===== src/rtl/ssdc_pkg.sv =====
// Constants, field layout, carrier types and code mapping functions for the set point and dither command block
package ssdc_pkg;

	localparam int FRAME_BITS    = 16;
	localparam int PICK_BIT      = 15;
	localparam int CMD_HI        = 14;
	localparam int CMD_LO        = 13;
	localparam int CFG_HI        = 12;
	localparam int RANGE_BIT     = 11;
	localparam int CODE_HI       = 9;
	localparam int CODE_BITS     = 10;
	localparam int SP_BITS       = 11;
	localparam int FULL_SCALE_MV = 1230;

	localparam logic [1:0] CMD_SETPOINT = 2'h0;
	localparam logic [1:0] CMD_DITHER   = 2'h1;
	localparam logic [1:0] CMD_GENCFG   = 2'h2;
	localparam logic [1:0] CMD_READ     = 2'h3;

	// Code thresholds of the set-point map
	localparam logic [9:0] CODE_LOW_FLAG_HI = 10'h029;
	localparam logic [9:0] CODE_LOW_HYST_HI = 10'h02c;
	localparam logic [9:0] CODE_HIGH_HYST   = 10'h3d3;
	localparam logic [9:0] CODE_HIGH_FLAG   = 10'h3d7;
	localparam logic [9:0] CODE_SAT         = 10'h3d5;
	localparam logic [9:0] SP_RESET         = 10'h000;

	// Dither configuration as it sits in bits 12..0 of a frame
	typedef struct packed {
		logic       enhanced_dither_on;
		logic [4:0] dither_amp_code;
		logic [6:0] dither_freq_code;
	} ssdc_dither_s;

	localparam ssdc_dither_s DITHER_RESET = '{1'b0, 5'h00, 7'h00};

	// Set-point code to switch point in whole mV, floored
	function automatic logic [SP_BITS-1:0] sp_mv(input logic [CODE_BITS-1:0] code);
		logic [CODE_BITS-1:0] sat;
		logic [20:0]          prod;
		sat  = (code > CODE_SAT) ? CODE_SAT : code;
		prod = 21'(sat) * 21'(FULL_SCALE_MV);
		if (code <= CODE_LOW_FLAG_HI)
			return '0;
		return prod[20:CODE_BITS];
	endfunction

	// Out-of-range flag from code and the channel's wide-hysteresis level
	function automatic logic range_flag_of(input logic [CODE_BITS-1:0] code, input logic hyst_wide);
		if (code == SP_RESET)
			return 1'b0;
		if (code <= CODE_LOW_FLAG_HI || code >= CODE_HIGH_FLAG)
			return 1'b1;
		if (code <= CODE_LOW_HYST_HI || code >= CODE_HIGH_HYST)
			return hyst_wide;
		return 1'b0;
	endfunction

endpackage


===== src/rtl/ssdc_core.sv =====
// Serial command interpreter holding set points and dither configuration of two solenoid channels
`timescale 1ns/1ps
module ssdc_core
(
	input  wire logic                                  clk_sys_in,
	input  wire logic                                  reset_in,
	input  wire logic                                  sck_in,
	input  wire logic                                  select_n_in,
	input  wire logic                                  mosi_in,
	input  wire logic [1:0]                            hyst_wide_in,
	input  wire logic [1:0]                            period_start_in,
	output logic                                       miso_out,
	output logic                                       miso_oe_out,
	output logic [1:0][ssdc_pkg::CODE_BITS-1:0]        setpoint_code_out,
	output logic [1:0][ssdc_pkg::SP_BITS-1:0]          avg_switch_point_out,
	output logic [1:0]                                 range_violation_flag_out,
	output ssdc_pkg::ssdc_dither_s [1:0]               dither_shadow_out,
	output ssdc_pkg::ssdc_dither_s [1:0]               dither_active_out
);

	logic                                sck_m;
	logic                                sck_s;
	logic                                sck_d;
	logic                                cs_m;
	logic                                cs_s;
	logic                                cs_d;
	logic                                mosi_m;
	logic                                mosi_s;
	logic [ssdc_pkg::FRAME_BITS-1:0]     rx_shift;
	logic [ssdc_pkg::FRAME_BITS-1:0]     tx_shift;
	logic [ssdc_pkg::FRAME_BITS-1:0]     resp_word;
	logic [ssdc_pkg::FRAME_BITS-1:0]     next_resp;
	logic [3:0]                          bit_cnt;
	logic                                got_bits;

	// Pin synchronisers, plus one delayed copy for edge finding
	always_ff @(posedge clk_sys_in)
	begin
		sck_m  <= sck_in;
		sck_s  <= sck_m;
		sck_d  <= sck_s;
		cs_m   <= select_n_in;
		cs_s   <= cs_m;
		cs_d   <= cs_s;
		mosi_m <= mosi_in;
		mosi_s <= mosi_m;
	end

	// Edge and frame decode
	wire       selected  = ~cs_s;
	wire       sck_rise  = sck_s & ~sck_d;
	wire       sck_fall  = ~sck_s & sck_d;
	wire       cs_fall   = ~cs_s & cs_d;
	wire       cs_rise   = cs_s & ~cs_d;
	wire       frame_ok  = cs_rise & got_bits & (bit_cnt == 4'h0);
	wire       rx_pick   = rx_shift[ssdc_pkg::PICK_BIT];
	wire [1:0] rx_cmd    = rx_shift[ssdc_pkg::CMD_HI:ssdc_pkg::CMD_LO];
	wire [9:0] rx_code   = rx_shift[ssdc_pkg::CODE_HI:0];
	wire       do_sp     = frame_ok & (rx_cmd == ssdc_pkg::CMD_SETPOINT);
	wire       do_dither = frame_ok & (rx_cmd == ssdc_pkg::CMD_DITHER);
	wire       rx_range  = ssdc_pkg::range_flag_of(rx_code, hyst_wide_in[rx_pick]);
	wire ssdc_pkg::ssdc_dither_s rx_dither = rx_shift[ssdc_pkg::CFG_HI:0];

	// Answer word for the command just taken
	always_comb
	begin
		next_resp = resp_word;
		if (frame_ok)
		begin
			unique case (rx_cmd)
				ssdc_pkg::CMD_SETPOINT: next_resp = {rx_pick, rx_cmd, 1'b0, rx_range, 1'b0, rx_code};
				ssdc_pkg::CMD_DITHER:   next_resp = {rx_pick, rx_cmd, rx_dither};
				ssdc_pkg::CMD_GENCFG:   next_resp = {rx_pick, rx_cmd, 13'h0000};
				ssdc_pkg::CMD_READ:     next_resp = {rx_pick, rx_cmd, 13'h0000};
			endcase
		end
	end

	// Receive shifter: MOSI taken on SCK rising, MSB first; whole multiples of 16 bits accepted
	always_ff @(posedge clk_sys_in)
	begin
		if (reset_in || cs_fall)
		begin
			bit_cnt  <= 4'h0;
			got_bits <= 1'b0;
			rx_shift <= 16'h0000;
		end
		else if (selected && sck_rise)
		begin
			rx_shift <= {rx_shift[14:0], mosi_s};
			bit_cnt  <= bit_cnt + 4'h1;
			got_bits <= 1'b1;
		end
	end

	// Answer is latched at frame end and loaded into the transmitter on the next select fall
	always_ff @(posedge clk_sys_in)
	begin
		if (reset_in)
		begin
			resp_word   <= 16'h0000;
			tx_shift    <= 16'h0000;
			miso_oe_out <= 1'b0;
		end
		else
		begin
			resp_word   <= next_resp;
			miso_oe_out <= selected;
			if (cs_fall)
				tx_shift <= resp_word;
			else if (selected && sck_fall)
				tx_shift <= {tx_shift[14:0], 1'b0};
		end
	end

	assign miso_out = tx_shift[ssdc_pkg::FRAME_BITS-1];

	// Set point and shadow dither storage, written on select rising edge
	always_ff @(posedge clk_sys_in)
	begin
		if (reset_in)
		begin
			setpoint_code_out <= '{default: ssdc_pkg::SP_RESET};
			dither_shadow_out <= '{default: ssdc_pkg::DITHER_RESET};
		end
		else
		begin
			if (do_sp)
				setpoint_code_out[rx_pick] <= rx_code;
			if (do_dither)
				dither_shadow_out[rx_pick] <= rx_dither;
		end
	end

	// Active dither follows the shadow at a period boundary, or at once while no waveform runs
	always_ff @(posedge clk_sys_in)
	begin
		if (reset_in)
			dither_active_out <= '{default: ssdc_pkg::DITHER_RESET};
		else
		begin
			for (int i = 0; i < 2; i++)
			begin
				if (period_start_in[i] || (dither_active_out[i].dither_amp_code == 5'h00
					&& dither_active_out[i].dither_freq_code == 7'h00))
					dither_active_out[i] <= dither_shadow_out[i];
			end
		end
	end

	// Switch point and range flag follow the stored code and hysteresis level
	always_ff @(posedge clk_sys_in)
	begin
		if (reset_in)
		begin
			avg_switch_point_out     <= '0;
			range_violation_flag_out <= 2'b00;
		end
		else
		begin
			for (int i = 0; i < 2; i++)
			begin
				avg_switch_point_out[i]     <= ssdc_pkg::sp_mv(setpoint_code_out[i]);
				range_violation_flag_out[i] <= ssdc_pkg::range_flag_of(setpoint_code_out[i], hyst_wide_in[i]);
			end
		end
	end
endmodule


===== config.mk =====
export PLATFORM = sky130hd
export DESIGN_NAME = ssdc_core
export DESIGN_NICKNAME = d
export VERILOG_FILES = /design/src/rtl/ssdc_pkg.sv /design/src/rtl/ssdc_core.sv
export SDC_FILE = /design/constraint.sdc
export NUM_CORES = 1
export LEC_CHECK = 0
export ABC_AREA = 1
export BUFFER_PORTS_ARGS = -buffer_cell sky130_fd_sc_hd__buf_4
export CAP_MARGIN = 5
export CORE_MARGIN = 2
export CORE_UTILIZATION = 60
export CTS_CLUSTER_DIAMETER = 30
export DETAILED_ROUTE_END_ITERATION = 10
export PLACE_DENSITY = 0.79
export SLEW_MARGIN = 5
export SYNTH_ARGS = -nofsm -noshare
export SYNTH_HDL_FRONTEND = slang
export SYNTH_SLANG_ARGS = --single-unit

===== constraint.sdc =====
create_clock -name clk_sys_in -period 5.85 [get_ports clk_sys_in]
set_input_delay 0.2925 -clock clk_sys_in [delete_from_list [all_inputs] [get_ports clk_sys_in]]
set_output_delay 0.2925 -clock clk_sys_in [all_outputs]
set_load 0.05 [all_outputs]

Word level (Yosys, flattened, before mapping)
Index checks and enable logic that the tools add are counted.
{"block": "totals", "reg_bits": 158, "inputBits": 9, "wordCells": 153, "output_inout_bits": 98}
{"block": "classes", "mul": 2, "muxes": 63, "reduce_logical": 25, "n_eq_ne": 3, "add_sub_neg": 1, "bitwise_logic": 12, "order_cmp": 16}
{"cell": ">= comparator 10 bit, second input constant", "n": 6}
{"cell": "less-or-equal comparator 10 x 6 -> 1 bit, second input constant", "n": 6}
{"cell": "two-way mux 1 bit", "n": 48}
{"cell": "one-hot mux 16 bit (3 select lines)", "n": 1}
{"cell": "two-way mux 11 bit", "n": 4}
{"cell": "multiplier 10 x 10 -> 20 bit, second input constant", "n": 2}
{"cell": "two-way mux 16 bit", "n": 2}
{"cell": "zero test 10 bit", "n": 3}
{"cell": "two-way mux 10 bit", "n": 3}
{"cell": "bitwise mux 26 bit", "n": 1}
{"cell": "bitwise mux 20 bit", "n": 1}
{"cell": "> comparator 10 bit, second input constant", "n": 2}
{"cell": "zero test 7 bit", "n": 2}
{"cell": "demux 13 bit (select 1 bit)", "n": 1}
{"cell": "two-way mux 13 bit", "n": 1}
{"cell": "demux 10 bit (select 1 bit)", "n": 1}
{"cell": "zero test 5 bit", "n": 2}
{"cell": "logical OR 1 bit", "n": 9}
{"cell": "AND 1 bit", "n": 8}
{"cell": "logical AND 1 bit", "n": 5}
{"cell": "adder 4 x 1 -> 4 bit, second input constant", "n": 1}
{"cell": "== test 2 bit, second input constant", "n": 2}
{"cell": "zero test 4 bit", "n": 1}
{"cell": "NOT 1 bit", "n": 4}
{"cell": "other kinds (6)", "n": 6}

Longest topological paths before layout
Gate-level depths: netlist of the first run.
{"block": "depth", "word_depth": 11, "ltp_mapped": 25, "ltp_nobuf": 25}

Worst setup path after synthesis of the first run
OpenSTA, ideal clock, no wires.
{"block": "synth_path", "kind": "flip-flop to flip-flop", "startpoint": "reg setpoint_code_out[4] in the netlist's numbering", "endpoint": "reg avg_switch_point_out[5] in the netlist's numbering", "path_buffers": 0, "arrival_ps": 4828, "t_required_ps": 5780, "stages_incl_launch_ff": 22, "setup_time_ps": 70, "path_slack_ps": 952, "synth_period_minus_slack_ps": 4898, "path_cell_list": "dfxtp_1 inv_2 nor4_1 nand2_1 nand2_1 inv_1 nand2_1 inv_1 ha_1 fa_1 ha_1 fa_1 inv_1 fa_1 inv_1 ha_1 a21oi_1 o21ai_0 a21oi_1 o21ai_0 or2_2 a21oi_1"}
{"block": "synth_between", "elab_chain_cells": 4, "elab_cells_between_ends": 7, "classes_between": "1 x mul; 2 x order compare; 4 x mux"}
{"element": "start: declaration", "line_no": "ssdc_core.sv:14", "source": "output logic [1:0][ssdc_pkg::CODE_BITS-1:0] setpoint_code_out,"}
{"element": "start signal: indexed assignment", "line_no": "ssdc_core.sv:129", "source": "setpoint_code_out[rx_pick] <= rx_code;"}
{"element": "> comparator 10 bit / less-or-equal comparator 10 x 6 -> 1 bit (equally long branches)", "line_no": "ssdc_pkg.sv:41, ssdc_pkg.sv:43"}
{"element": "two-way mux 10 bit / two-way mux 1 bit (equally long branches)", "line_no": "ssdc_pkg.sv:41, ssdc_pkg.sv:43"}
{"element": "multiplier 10 x 10 -> 20 bit / two-way mux 1 bit (equally long branches)", "line_no": "ssdc_pkg.sv:42, ssdc_core.sv:154"}
{"element": "two-way mux 11 bit (*)", "line_no": "ssdc_pkg.sv:45", "source": "return prod[20:CODE_BITS];"}
{"element": "end signal: indexed assignment", "line_no": "ssdc_core.sv:163", "source": "avg_switch_point_out[i] <= ssdc_pkg::sp_mv(setpoint_code_out[i]);"}
{"element": "end: declaration", "line_no": "ssdc_core.sv:15", "source": "output logic [1:0][ssdc_pkg::SP_BITS-1:0] avg_switch_point_out,"}
Every way passes the cells marked *; elsewhere a longest branch is shown, timed or not. The select of a mux whose other input is x is not followed.
A chain may end at the register's enable or synchronous reset.

Worst setup path after layout of the first run
{"block": "layout_path", "startpoint": "reg setpoint_code_out[6] in the netlist's numbering", "endpoint": "reg avg_switch_point_out[5] in the netlist's numbering"}
Same word-level chain as after synthesis.

==> qor.txt, run 1 <==
WORST SETUP PATH
--------------------------------------------------------------------------
Number of cells on the worst reg-to-reg path ................           21
Data required, critical path ................................      6190 ps
Kind of end point of the critical path ......................    flip-flop
Critical Path Slowest Stage Cell ............................ sky130_fd_sc_hd__fa_1
Cell-by-cell trace of the critical path ..................... nand4_1 -> nor4_1 -> nand2_1 -> nand2_1 -> inv_1 -> nand2_1 -> inv_1 -> ha_1 -> fa_1 -> ha_1 -> fa_1 -> inv_1 -> fa_1 -> inv_1 -> ha_1 -> a21oi_1 -> o21ai_0 -> a21oi_1 -> o21ai_0 -> or2_2 -> a21oi_1
Terminus of the critical flop-to-flop path .................. avg_switch_point_out[5]
CP peak stage delay .........................................       540 ps
Worst Path Class, Setup ..................................... flip-flop to flip-flop
Critical path startpoint category ...........................    flip-flop
CP arrival ..................................................      5450 ps
Cell seen most often among critical-path stages ............. sky130_fd_sc_hd__inv_1
Reg-to-reg setup timing slack ...............................       740 ps
Beginning of the critical path .............................. setpoint_code_out[6]
Peak fanout along the critical path .........................            7
Crit path buffers/inverters .................................            4
Largest delay contributor family on the critical path .......  adder cells
Crit Reg-Reg Startpoint ..................................... setpoint_code_out[6]

ROUTING
--------------------------------------------------------------------------
Starting DRT DRC Count ......................................          712
Number of iterations in the first detailed-routing pass .....            5
Via density per instance ....................................        5.610
Number of design rule violations left after detail routing ..            0
Routed WL ...................................................     25090 um
Residual antenna-violating net count after detailed routing .            0
Total vias in the final route ...............................         8886
Per-cell routed wire length .................................     15.84 um

GLOBAL ROUTE
--------------------------------------------------------------------------
Wire length of the first global-routing pass ................     40830 um
GR Util All Layers ..........................................       0.2841
Largest net degree at the start of global routing ...........           59
Via count of the first global-routing pass ..................         8237
Overall overflow remaining after global route ...............            0
Initial antenna violation count .............................            0

HOLD PATH
--------------------------------------------------------------------------
Worst-case hold path end point .............................. range_violation_flag_out[0]
Instance count along the most critical hold path ............            3
Hold crit path type ......................................... input port to flip-flop
HP Start .................................................... hyst_wide_in[0]

FLOORPLAN
--------------------------------------------------------------------------
Area inside the core boundary ...............................  16470 sq um
Row count ...................................................           47
DIE AREA ....................................................  17740 sq um
DIE WIDTH ...................................................     133.2 um
I/O pins ....................................................          107
Die height ..................................................     133.2 um
Effective utilization at floorplan ..........................       0.6082

JOB
--------------------------------------------------------------------------
Max-cap violations ..........................................            0

STA
--------------------------------------------------------------------------
Unrepaired setup endpoints after global routing .............           no
Upper clock frequency limit .................................    195.8 MHz
Fin crit share ..............................................       0.8730
Number of hold violations in the final report ...............            0
Summed negative setup slack over all endpoints ..............         0 ps
Slew Limit Fails ............................................            0
Maximum clock skew at final layout ..........................     8.989 ps
Hold WS .....................................................     164.9 ps
Minimum clock period after layout ...........................      5107 ps
Remaining max-slew budget at the tightest pin ...............       0.2146
Least-Margin Pin Slew .......................................      1174 ps
Final setup viols ...........................................            0

CLOCKING
--------------------------------------------------------------------------
Clock latency at the later pin of the worst-skew pair .......       430 ps
CTS buffer count ............................................           17
Clock buffer depth ..........................................            2
Clock transition at the registers of the reported paths .....        70 ps
H-Tree Level Count ..........................................            4
Clk Tree Root Cell .......................................... sky130_fd_sc_hd__clkbuf_16
Post-CTS Setup Inserts ......................................            0
Number of hold buffers added after cts ......................            3
Number of resized instances in the post-cts repair step .....            0
Clock sink total ............................................          158
TritonCTS clock tree ........................................        built

FINAL LAYOUT
--------------------------------------------------------------------------
Diodes inserted .............................................            0
Total area of multi-input combinational cells ...............   5889 sq um
Sequential Area .............................................   3163 sq um
Share of cells above drive strength 1 .......................       0.1393
Final net count .............................................         1519
Number of fill cells in the layout ..........................         1371
Area added between synthesis and finish .....................       14.50%

YOSYS
--------------------------------------------------------------------------
Largest cells by area after synthesis ....................... sky130_fd_sc_hd__dfxtp_1, sky130_fd_sc_hd__ha_1, sky130_fd_sc_hd__fa_1
Most used standard cells in the synthesized netlist ......... sky130_fd_sc_hd__inv_1, sky130_fd_sc_hd__nand2_1, sky130_fd_sc_hd__dfxtp_1
Syn_nets ....................................................         1438
Count of flip-flops with a built-in enable after synthesis ..            0
Register area share after synthesis .........................       0.3158
Prevailing post-synth register cell ......................... sky130_fd_sc_hd__dfxtp_1
Register bit total from synthesis ...........................          158
Count of different cell masters after synthesis .............           55
Synthesized area divided by synthesized cell count ..........  7.886 sq um
Share of the synthesized area in the top cell type ..........       0.3158
Number of warnings printed during yosys synthesis ...........            0
Cell with the most instances after synthesis ................ sky130_fd_sc_hd__inv_1
Area of the mapped netlist ..................................  10010 sq um
Area leader, netlist ........................................ sky130_fd_sc_hd__dfxtp_1
FFs w/ async S/R, synth .....................................            0
Synthesized instance count ..................................         1270

OUTCOME
--------------------------------------------------------------------------
Run status .................................................. complete, no violations

PLACED DESIGN
--------------------------------------------------------------------------
Placer's final routability congestion estimate ..............       0.9754
Placed wire-length estimate after detailed placement ........     19370 um
Number of buffers inserted by port buffering ................          106

PWR
--------------------------------------------------------------------------
P per Cell Area ............................................. 218.4 nW/um^2
Maximum vdd drop ............................................    0.2027 mV
Total leakage power .........................................     5.514 nW

cell families after synthesis:
family | share of synthesized area
simple gates | 0.1733
compound gates | 0.1777
buf+inv | 0.09608
fa+ha+maj | 0.2301
flops | 0.3158
xor+xnor | 0.006997
state kept, by name (all words and copies together) (netlist names):
| name | cells |
|---|---|
| miso_oe_out | 1 |
| sck_s | 1 |
| tx_shift | 16 |
| rx_shift | 16 |
| cs_s | 1 |
| avg_switch_point_out | 22 |
| cs_m | 1 |
| mosi_m | 1 |
| sck_d | 1 |
| resp_word | 16 |
| dither_shadow_out | 26 |
| got_bits | 1 |
| setpoint_code_out | 20 |
| bit_cnt | 4 |
| dither_active_out | 26 |
| sck_m | 1 |
| mosi_s | 1 |
| range_violation_flag_out | 2 |
| cs_d | 1 |
metal layers:
layer | vias to the layer above | wire length [um] | global-route usage | share of wire
li1 | 4379 | - | - | -
met1 | 4158 | 10960 | 0.3851 | 0.44
met2 | 308 | 11980 | 0.4701 | 0.48
met3 | 41 | 1684 | 0.04833 | 0.067
met4 | 0 | 467 | 0.08274 | 0.019
met5 | - | 0 | 0 | 0
per-stage QoR:
stage	total power [W]	instance area, sq um	setup slack [ps]	cells	util
final	0.002504	11470	743.1	1584	0.6964
after detailed placement	0.001477	10890	862.4	1549	0.6612
after global routing	0.002595	11470	471.0	1584	0.6964
after floorplan	0.001391	10010	952.3	1270	-
after CTS	0.002511	11470	825.9	1584	0.6964
after global placement	0.001474	10890	969.3	1549	0.6612
layout make-up:
type	count	area share
multi-input cells	866	0.5136
repair buffers	113	0.07463
clock buffers	18	0.03743
clock inverters	14	0.01047
inverters	195	0.06405
well taps	220	0.02400
flip-flops and latches	158	0.2758
tightest hold or removal path, cell delays in order:
cell and delay (ps):
sky130_fd_sc_hd__buf_4 140, sky130_fd_sc_hd__nand2_1 60, sky130_fd_sc_hd__a21oi_1 50
where the power goes:
group	leakage, nW	switching, W	internal [W]
Combinational	3.96	0.000213	0.0000914
Clock	0.268	0.000489	0.000557
Sequential	1.28	0.0000367	0.00112
Total	5.51	0.000739	0.00177
worst max-delay path by stage:
stage                                     to  slack (ps)  depth (start not counted)
finish               avg_switch_point_out[5]         740                         21
CTS                  avg_switch_point_out[5]         830                         21
global placement    avg_switch_point_out[10]         970                         18
global route         avg_switch_point_out[5]         470                         21
floorplan            avg_switch_point_out[5]         950                         21
detailed placement   avg_switch_point_out[5]         860                         21
layout by cell type, fill, tap and decap left out, drive strengths merged, types with 3 or more instances in the layout:
master / instances
a31o: 3
nand2: 164
dfxtp: 158
a21o: 8
o21bai: 3
clkbuf: 18
a211oi: 27
nand4: 11
nor2: 141
a21oi: 138
clkinv: 4
or2: 9
fa: 42
o21ai: 104
a31oi: 4
nor4: 12
o21a: 3
nand3: 35
nor3: 14
ha: 117
xor2: 7
buf: 110
inv: 203
a311oi: 13
dlygate4sd3: 3
(Power assumes the default switching activity.)
==> run 2: changes to the inputs <==
--- a/config.mk
+++ b/config.mk
@@ -6,13 +6,14 @@
 export NUM_CORES = 1
 export LEC_CHECK = 0
 export ABC_AREA = 1
-export BUFFER_PORTS_ARGS = -buffer_cell sky130_fd_sc_hd__buf_4
 export CAP_MARGIN = 5
 export CORE_MARGIN = 2
 export CORE_UTILIZATION = 60
 export CTS_CLUSTER_DIAMETER = 30
 export DETAILED_ROUTE_END_ITERATION = 10
-export PLACE_DENSITY = 0.79
+export DONT_BUFFER_PORTS = 1
+export GPL_ROUTABILITY_DRIVEN = 0
+export PLACE_DENSITY = 0.74
 export SLEW_MARGIN = 5
 export SYNTH_ARGS = -nofsm -noshare
 export SYNTH_HDL_FRONTEND = slang
==> run 2 against run 1 <==
Against the previous run:
- sequential cell count did not move
- worst setup slack lost 220 ps
- first-iteration DRC count is 9.4% lower
- clock skew rose by 1.2 ps
- clock power is 9% higher
- critical path depth decreased by 2
- critical path type unchanged
==> qor.txt, run 2 (synthesized netlist as in run 1, its figures left out) <==
OUTCOME
--------------------------------------------------------------------------
Run status .................................................. complete, no violations

ROUTING
--------------------------------------------------------------------------
Number of iterations in the first detailed-routing pass .....            5   unchanged
Via density per instance ....................................        5.682   +1.3%
Residual antenna-violating net count after detailed routing .            0   unchanged
Starting DRT DRC Count ......................................          645   -9.4%
Routed WL ...................................................     23530 um   -6.2%
Number of design rule violations left after detail routing ..            0   unchanged
Total vias in the final route ...............................         8494   -4.4%
Per-cell routed wire length .................................     15.74 um   -0.62%

FLOORPLAN
--------------------------------------------------------------------------
Area inside the core boundary ...............................  16470 sq um   unchanged
Die height ..................................................     133.2 um   unchanged
Row count ...................................................           47   unchanged
I/O pins ....................................................          107   unchanged
Effective utilization at floorplan ..........................       0.6082   unchanged
DIE WIDTH ...................................................     133.2 um   unchanged
DIE AREA ....................................................  17740 sq um   unchanged

CLOCKING
--------------------------------------------------------------------------
Number of resized instances in the post-cts repair step .....            0   unchanged
CTS buffer count ............................................           17   unchanged
Number of hold buffers added after cts ......................            4   +1
Clock latency at the later pin of the worst-skew pair .......       430 ps   about the same
H-Tree Level Count ..........................................            4   unchanged
Clock sink total ............................................          158   unchanged
Clock buffer depth ..........................................            2   unchanged
TritonCTS clock tree ........................................        built
Clock transition at the registers of the reported paths .....        70 ps   about the same
Post-CTS Setup Inserts ......................................            0   unchanged
Clk Tree Root Cell .......................................... sky130_fd_sc_hd__clkbuf_16

WORST SETUP PATH
--------------------------------------------------------------------------
Worst Path Class, Setup ..................................... flip-flop to flip-flop
Data required, critical path ................................      6220 ps   +30 ps
CP peak stage delay .........................................       730 ps   +190 ps
Cell-by-cell trace of the critical path ..................... inv_2 -> nor4_1 -> nand2_1 -> nand2_1 -> nor2_2 -> ha_1 -> fa_1 -> ha_1 -> fa_1 -> inv_1 -> fa_1 -> inv_1 -> ha_1 -> a21oi_1 -> o21ai_0 -> a21oi_1 -> o21ai_0 -> or2_2 -> a21oi_1
Peak fanout along the critical path .........................            6   -1
Critical Path Slowest Stage Cell ............................ sky130_fd_sc_hd__dfxtp_1
Critical path startpoint category ...........................    flip-flop
CP arrival ..................................................      5690 ps   +240 ps
Number of cells on the worst reg-to-reg path ................           19   -9.5%
Kind of end point of the critical path ......................    flip-flop

PWR
--------------------------------------------------------------------------
P per Cell Area ............................................. 235.2 nW/um^2   +7.7%
Final Total Pwr .............................................   0.002558 W   +2.2%
Maximum vdd drop ............................................    0.2168 mV   +6.9%
Logic pwr share .............................................        0.071   -0.051
Power Internal ..............................................   0.001823 W   +3.3%
Net load switching power ....................................  0.0007348 W   -0.51%
Share of power burned in the clock network ..................        0.446   +0.028
Proportion of total power due to net switching ..............       0.2872   -0.007719
Total leakage power .........................................     5.072 nW   -8.0%
Share of power burned in registers ..........................        0.483   +0.022

GLOBAL ROUTE
--------------------------------------------------------------------------
Largest net degree at the start of global routing ...........           56   -5.1%
Wire length of the first global-routing pass ................     38500 um   -5.7%
Via count of the first global-routing pass ..................         7895   -4.2%
Overall overflow remaining after global route ...............            0   unchanged
GR Util All Layers ..........................................       0.2680   -0.01609
Initial antenna violation count .............................            0   unchanged

FINAL LAYOUT
--------------------------------------------------------------------------
Largest registers in the final layout ....................... dither_active_out: 26 flops, dither_shadow_out: 26 flops, avg_switch_point_out: 22 flops
Leading cell type in the layout, fill and taps excluded ..... sky130_fd_sc_hd__inv_1
Final net count .............................................         1430   -5.9%
Area added between synthesis and finish .....................       8.608%
Final design instance area without fill .....................  10880 sq um   -5.1%
Share of cells above drive strength 1 .......................      0.07922   -0.06008
Diodes inserted .............................................            0   unchanged
Highest-count cells in the layout ignoring fill and taps .... sky130_fd_sc_hd__inv_1, sky130_fd_sc_hd__nand2_1, sky130_fd_sc_hd__dfxtp_1

STA
--------------------------------------------------------------------------
Remaining max-slew budget at the tightest pin ...............       0.1682   -0.04635
Slew Limit Fails ............................................            0   unchanged
Hold WS .....................................................     62.30 ps   -102.6 ps
Upper clock frequency limit .................................    187.9 MHz   -4.1%
Minimum clock period after layout ...........................      5323 ps   +215.7 ps
Summed negative setup slack over all endpoints ..............         0 ps   unchanged
Maximum clock skew at final layout ..........................     10.22 ps   +1.230 ps
Number of hold violations in the final report ...............            0   unchanged
Final setup viols ...........................................            0   unchanged
PnR worst setup slack .......................................     527.4 ps   -215.7 ps
Fin crit share ..............................................       0.9098   +0.03688
Unrepaired setup endpoints after global routing .............           no
Least-Margin Pin Slew .......................................      1243 ps   +69.27 ps

PLACED DESIGN
--------------------------------------------------------------------------
Worst Setup Slack post-DPL ..................................     569.1 ps   -293.3 ps
Placed wire-length estimate after detailed placement ........     17540 um   -9.4%
Post-Place Cell Area ........................................  10210 sq um   -6.2%
Number of buffers inserted by port buffering ................            0   -100%

JOB
--------------------------------------------------------------------------
Max-cap violations ..........................................            0   unchanged

HOLD PATH
--------------------------------------------------------------------------
Instance count along the most critical hold path ............            2   -1
Hold crit path type ......................................... input port to flip-flop

run 2: worst paths after layout:
path	start	endpoint	slack, ps
worst max-delay path	setpoint_code_out[4]	avg_switch_point_out[6]	530
worst min-delay path	hyst_wide_in[1]	range_violation_flag_out[1]	60
worst max register to register	setpoint_code_out[4]	avg_switch_point_out[6]	530
worst min register to register	sck_m	sck_s	330
run 2: metrics by stage:
step	util	cells
final	0.6606	1495
after global routing	0.6606	1495
after CTS	0.6606	1495
after detailed placement	0.6202	1459
after global placement	0.6202	1459
after floorplan	-	1270
run 2: power groups by stage:
stage / logic [W] / registers, W / clock network [W]
floorplan: 0.000141 / 0.00125 / 0
global placement: 0.000165 / 0.00126 / 0
detailed placement: 0.000170 / 0.00126 / 0
CTS: 0.000181 / 0.00124 / 0.00116
global route: 0.000206 / 0.00124 / 0.00120
finish: 0.000181 / 0.00124 / 0.00114
run 2: routing by layer:
| metal | vias to the layer above | part of all wire | track usage | routed length [um] |
|---|---|---|---|---|
| li1 | 4204 | - | - | - |
| met1 | 3997 | 0.45 | 0.3761 | 10690 |
| met2 | 262 | 0.46 | 0.4246 | 10760 |
| met3 | 31 | 0.074 | 0.05860 | 1735 |
| met4 | 0 | 0.015 | 0.06501 | 352 |
| met5 | - | 0 | 0 | 0 |
run 2: critical path: cells and delay by family (launching register included):
family / cells / cell delay [ps]
buf+inv: 3 / 260
compound gates: 5 / 850
simple gates: 5 / 950
flops: 1 / 730
fa+ha+maj: 6 / 2470
run 2: final cells by class:
class                   instances  area [sq um]
flip-flops and latches        158          3163
clock buffers                  18         429.2
multi-input cells             866          5889
clock inverters                14         177.7
repair buffers                 24         207.7
well taps                     220         275.3
fillers                      1430          5589
inverters                     195         734.5
==> run 3: changes to the inputs <==
--- a/config.mk
+++ b/config.mk
@@ -9,6 +9,7 @@
 export CAP_MARGIN = 5
 export CORE_MARGIN = 2
 export CORE_UTILIZATION = 60
+export CTS_BUF_LIST = sky130_fd_sc_hd__clkbuf_8
 export CTS_CLUSTER_DIAMETER = 30
 export DETAILED_ROUTE_END_ITERATION = 10
 export DONT_BUFFER_PORTS = 1
==> run 3 against run 2 <==
Against the previous run:
- sequential share of layout area rose by 0.52 points
- register-to-register slack is essentially flat
- sequential cell count stayed put
- global-route usage fell by 0.22 points
- routed wire length fell by 0.82%
- critical path depth unchanged
- power shrank 11%
==> qor.txt, run 3 (synthesized netlist as in run 1, its figures left out) <==
FINAL LAYOUT
--------------------------------------------------------------------------
Final design instance area without fill .....................  10690 sq um   -1.8%
Largest registers in the final layout ....................... dither_active_out: 26 flops, dither_shadow_out: 26 flops, avg_switch_point_out: 22 flops
Area added between synthesis and finish .....................       6.696%
Leading cell type in the layout, fill and taps excluded ..... sky130_fd_sc_hd__inv_1
Share of cells above drive strength 1 .......................      0.07922   unchanged
Highest-count cells in the layout ignoring fill and taps .... sky130_fd_sc_hd__inv_1, sky130_fd_sc_hd__nand2_1, sky130_fd_sc_hd__dfxtp_1
Diodes inserted .............................................            0   unchanged
Number of fill cells in the layout ..........................         1453   +1.6%
Final net count .............................................         1430   unchanged

STA
--------------------------------------------------------------------------
Final setup viols ...........................................            0   unchanged
Maximum clock skew at final layout ..........................     14.61 ps   +4.389 ps
Number of hold violations in the final report ...............            0   unchanged
Fin crit share ..............................................       0.9107   about the same
Slew Limit Fails ............................................            0   unchanged
Summed negative setup slack over all endpoints ..............         0 ps   unchanged
Unrepaired setup endpoints after global routing .............           no
Least-Margin Pin Slew .......................................      1194 ps   -48.76 ps
Minimum clock period after layout ...........................      5328 ps   +4.975 ps
Hold WS .....................................................     29.87 ps   -32.43 ps
Upper clock frequency limit .................................    187.7 MHz   about the same
Remaining max-slew budget at the tightest pin ...............       0.2009   +0.03263

JOB
--------------------------------------------------------------------------
Max-cap violations ..........................................            0   unchanged

GLOBAL ROUTE
--------------------------------------------------------------------------
GR Util met2 ................................................       0.4188   -0.005757
Largest net degree at the start of global routing ...........           56   unchanged
Via count of the first global-routing pass ..................         7817   -0.99%
Grt met1 use ................................................       0.3721   -0.003939
Overall overflow remaining after global route ...............            0   unchanged
Wire length of the first global-routing pass ................     38160 um   -0.88%
Global routing met3 resource utilization ....................      0.06240   +0.003805
GR Util All Layers ..........................................       0.2658   -0.002155
Grt peak-use layer ..........................................         met2
Initial antenna violation count .............................            0   unchanged

WORST SETUP PATH
--------------------------------------------------------------------------
Kind of end point of the critical path ......................    flip-flop
Critical path startpoint category ...........................    flip-flop
Worst Path Class, Setup ..................................... flip-flop to flip-flop
CP arrival ..................................................      5720 ps   +30 ps
Peak fanout along the critical path .........................            6   unchanged
Data required, critical path ................................      6250 ps   +30 ps

ROUTING
--------------------------------------------------------------------------
Routed WL ...................................................     23340 um   -0.82%
Starting DRT DRC Count ......................................          569   -12%
Via density per instance ....................................        5.613   -1.2%
Number of design rule violations left after detail routing ..            0   unchanged
Residual antenna-violating net count after detailed routing .            0   unchanged
Per-cell routed wire length .................................     15.61 um   -0.82%
Number of iterations in the first detailed-routing pass .....            5   unchanged
Total vias in the final route ...............................         8392   -1.2%

PWR
--------------------------------------------------------------------------
Final Total Pwr .............................................   0.002268 W   -11%
Maximum vdd drop ............................................    0.1578 mV   -27%
P per Cell Area ............................................. 212.2 nW/um^2   -9.8%
Total leakage power .........................................     4.989 nW   -1.6%

PLACED DESIGN
--------------------------------------------------------------------------
Number of buffers inserted by port buffering ................            0   unchanged
Placed wire-length estimate after detailed placement ........     17540 um   unchanged
Post-Place Cell Area ........................................  10210 sq um   unchanged

FLOORPLAN
--------------------------------------------------------------------------
DIE AREA ....................................................  17740 sq um   unchanged
I/O pins ....................................................          107   unchanged
Area inside the core boundary ...............................  16470 sq um   unchanged
Row count ...................................................           47   unchanged
DIE WIDTH ...................................................     133.2 um   unchanged
Die height ..................................................     133.2 um   unchanged
Effective utilization at floorplan ..........................       0.6082   unchanged

CLOCKING
--------------------------------------------------------------------------
Clock buffer depth ..........................................            2   unchanged
CTS buffer count ............................................           17   unchanged
Clock transition at the registers of the reported paths .....       100 ps   +30 ps
H-Tree Level Count ..........................................            4   unchanged
Post-CTS Setup Inserts ......................................            0   unchanged
Clock sink total ............................................          158   unchanged
Clock latency at the later pin of the worst-skew pair .......       460 ps   +30 ps
Clk Tree Root Cell .......................................... sky130_fd_sc_hd__clkbuf_8
TritonCTS clock tree ........................................        built

OUTCOME
--------------------------------------------------------------------------
Run status .................................................. complete, no violations

HOLD PATH
--------------------------------------------------------------------------
Hold crit path type ......................................... input port to flip-flop

## run 3: cell types whose count changed in the layout (fill, tap and decap cells not counted)
cell,change
sky130_fd_sc_hd__clkbuf_16,-17
sky130_fd_sc_hd__clkbuf_8,+17
sky130_fd_sc_hd__clkbuf_1,-1
sky130_fd_sc_hd__inv_1,+1
## run 3: routing by layer
| metal | part of all wire | routed length [um] | up-vias |
|---|---|---|---|
| met1 | 0.45 | 10530 | 3901 |
| li1 | - | - | 4200 |
| met5 | 0 | 0 | - |
| met2 | 0.46 | 10650 | 275 |
| met4 | 0.011 | 256 | 0 |
| met3 | 0.081 | 1900 | 16 |
## run 3: what timing repair did
item | in CTS | in global routing
resized for setup | 0 | 0
endpoints found under the hold margin | 58 | 0
hold buffers | 4 | 0
## run 3: layout make-up
class | count | area, sq um | area share
flip-flops and latches | 158 | 3163 | 0.2960
clock inverters | 15 | 181.4 | 0.01698
multi-input cells | 866 | 5889 | 0.5512
well taps | 220 | 275.3 | 0.02576
repair buffers | 24 | 207.7 | 0.01944
inverters | 195 | 734.5 | 0.06874
clock buffers | 17 | 234.0 | 0.02190
## run 3: worst paths after layout
kind                         from                          end  slack, ps  cells after the start
max          setpoint_code_out[4]      avg_switch_point_out[6]        520                     19
min               hyst_wide_in[1]  range_violation_flag_out[1]         30                      2
max reg2reg  setpoint_code_out[4]      avg_switch_point_out[6]        520                     19
min reg2reg                 sck_m                        sck_s        330                      0
## run 3: per-stage QoR
stage                     utilization  setup slack [ps]  cells
after floorplan                     -             952.3   1270
after global placement         0.6202             678.7   1459
after detailed placement       0.6202             569.1   1459
after CTS                      0.6489             549.3   1495
after global routing           0.6489             49.98   1495
final                          0.6489             522.4   1495
## run 3: report_power, final
group          internal, W  switching [W]  total, W
sequential         0.00112       0.000120   0.00123
clock             0.000395       0.000457  0.000852
combinational    0.0000612       0.000120  0.000181
total              0.00157       0.000697   0.00227
## run 3: critical path, stage by stage, from the launching register on
cell                      delay [ps]
sky130_fd_sc_hd__dfxtp_1         730
sky130_fd_sc_hd__inv_2           170
sky130_fd_sc_hd__nor4_1          300
sky130_fd_sc_hd__nand2_1          90
sky130_fd_sc_hd__nand2_1         170
sky130_fd_sc_hd__nor2_2          110
sky130_fd_sc_hd__ha_1            360
sky130_fd_sc_hd__fa_1            500
sky130_fd_sc_hd__ha_1            340
sky130_fd_sc_hd__fa_1            540
sky130_fd_sc_hd__inv_1            50
sky130_fd_sc_hd__fa_1            520
sky130_fd_sc_hd__inv_1            40
sky130_fd_sc_hd__ha_1            200
sky130_fd_sc_hd__a21oi_1         190
sky130_fd_sc_hd__o21ai_0         130
sky130_fd_sc_hd__a21oi_1         280
sky130_fd_sc_hd__o21ai_0         150
sky130_fd_sc_hd__or2_2           280
sky130_fd_sc_hd__a21oi_1         110
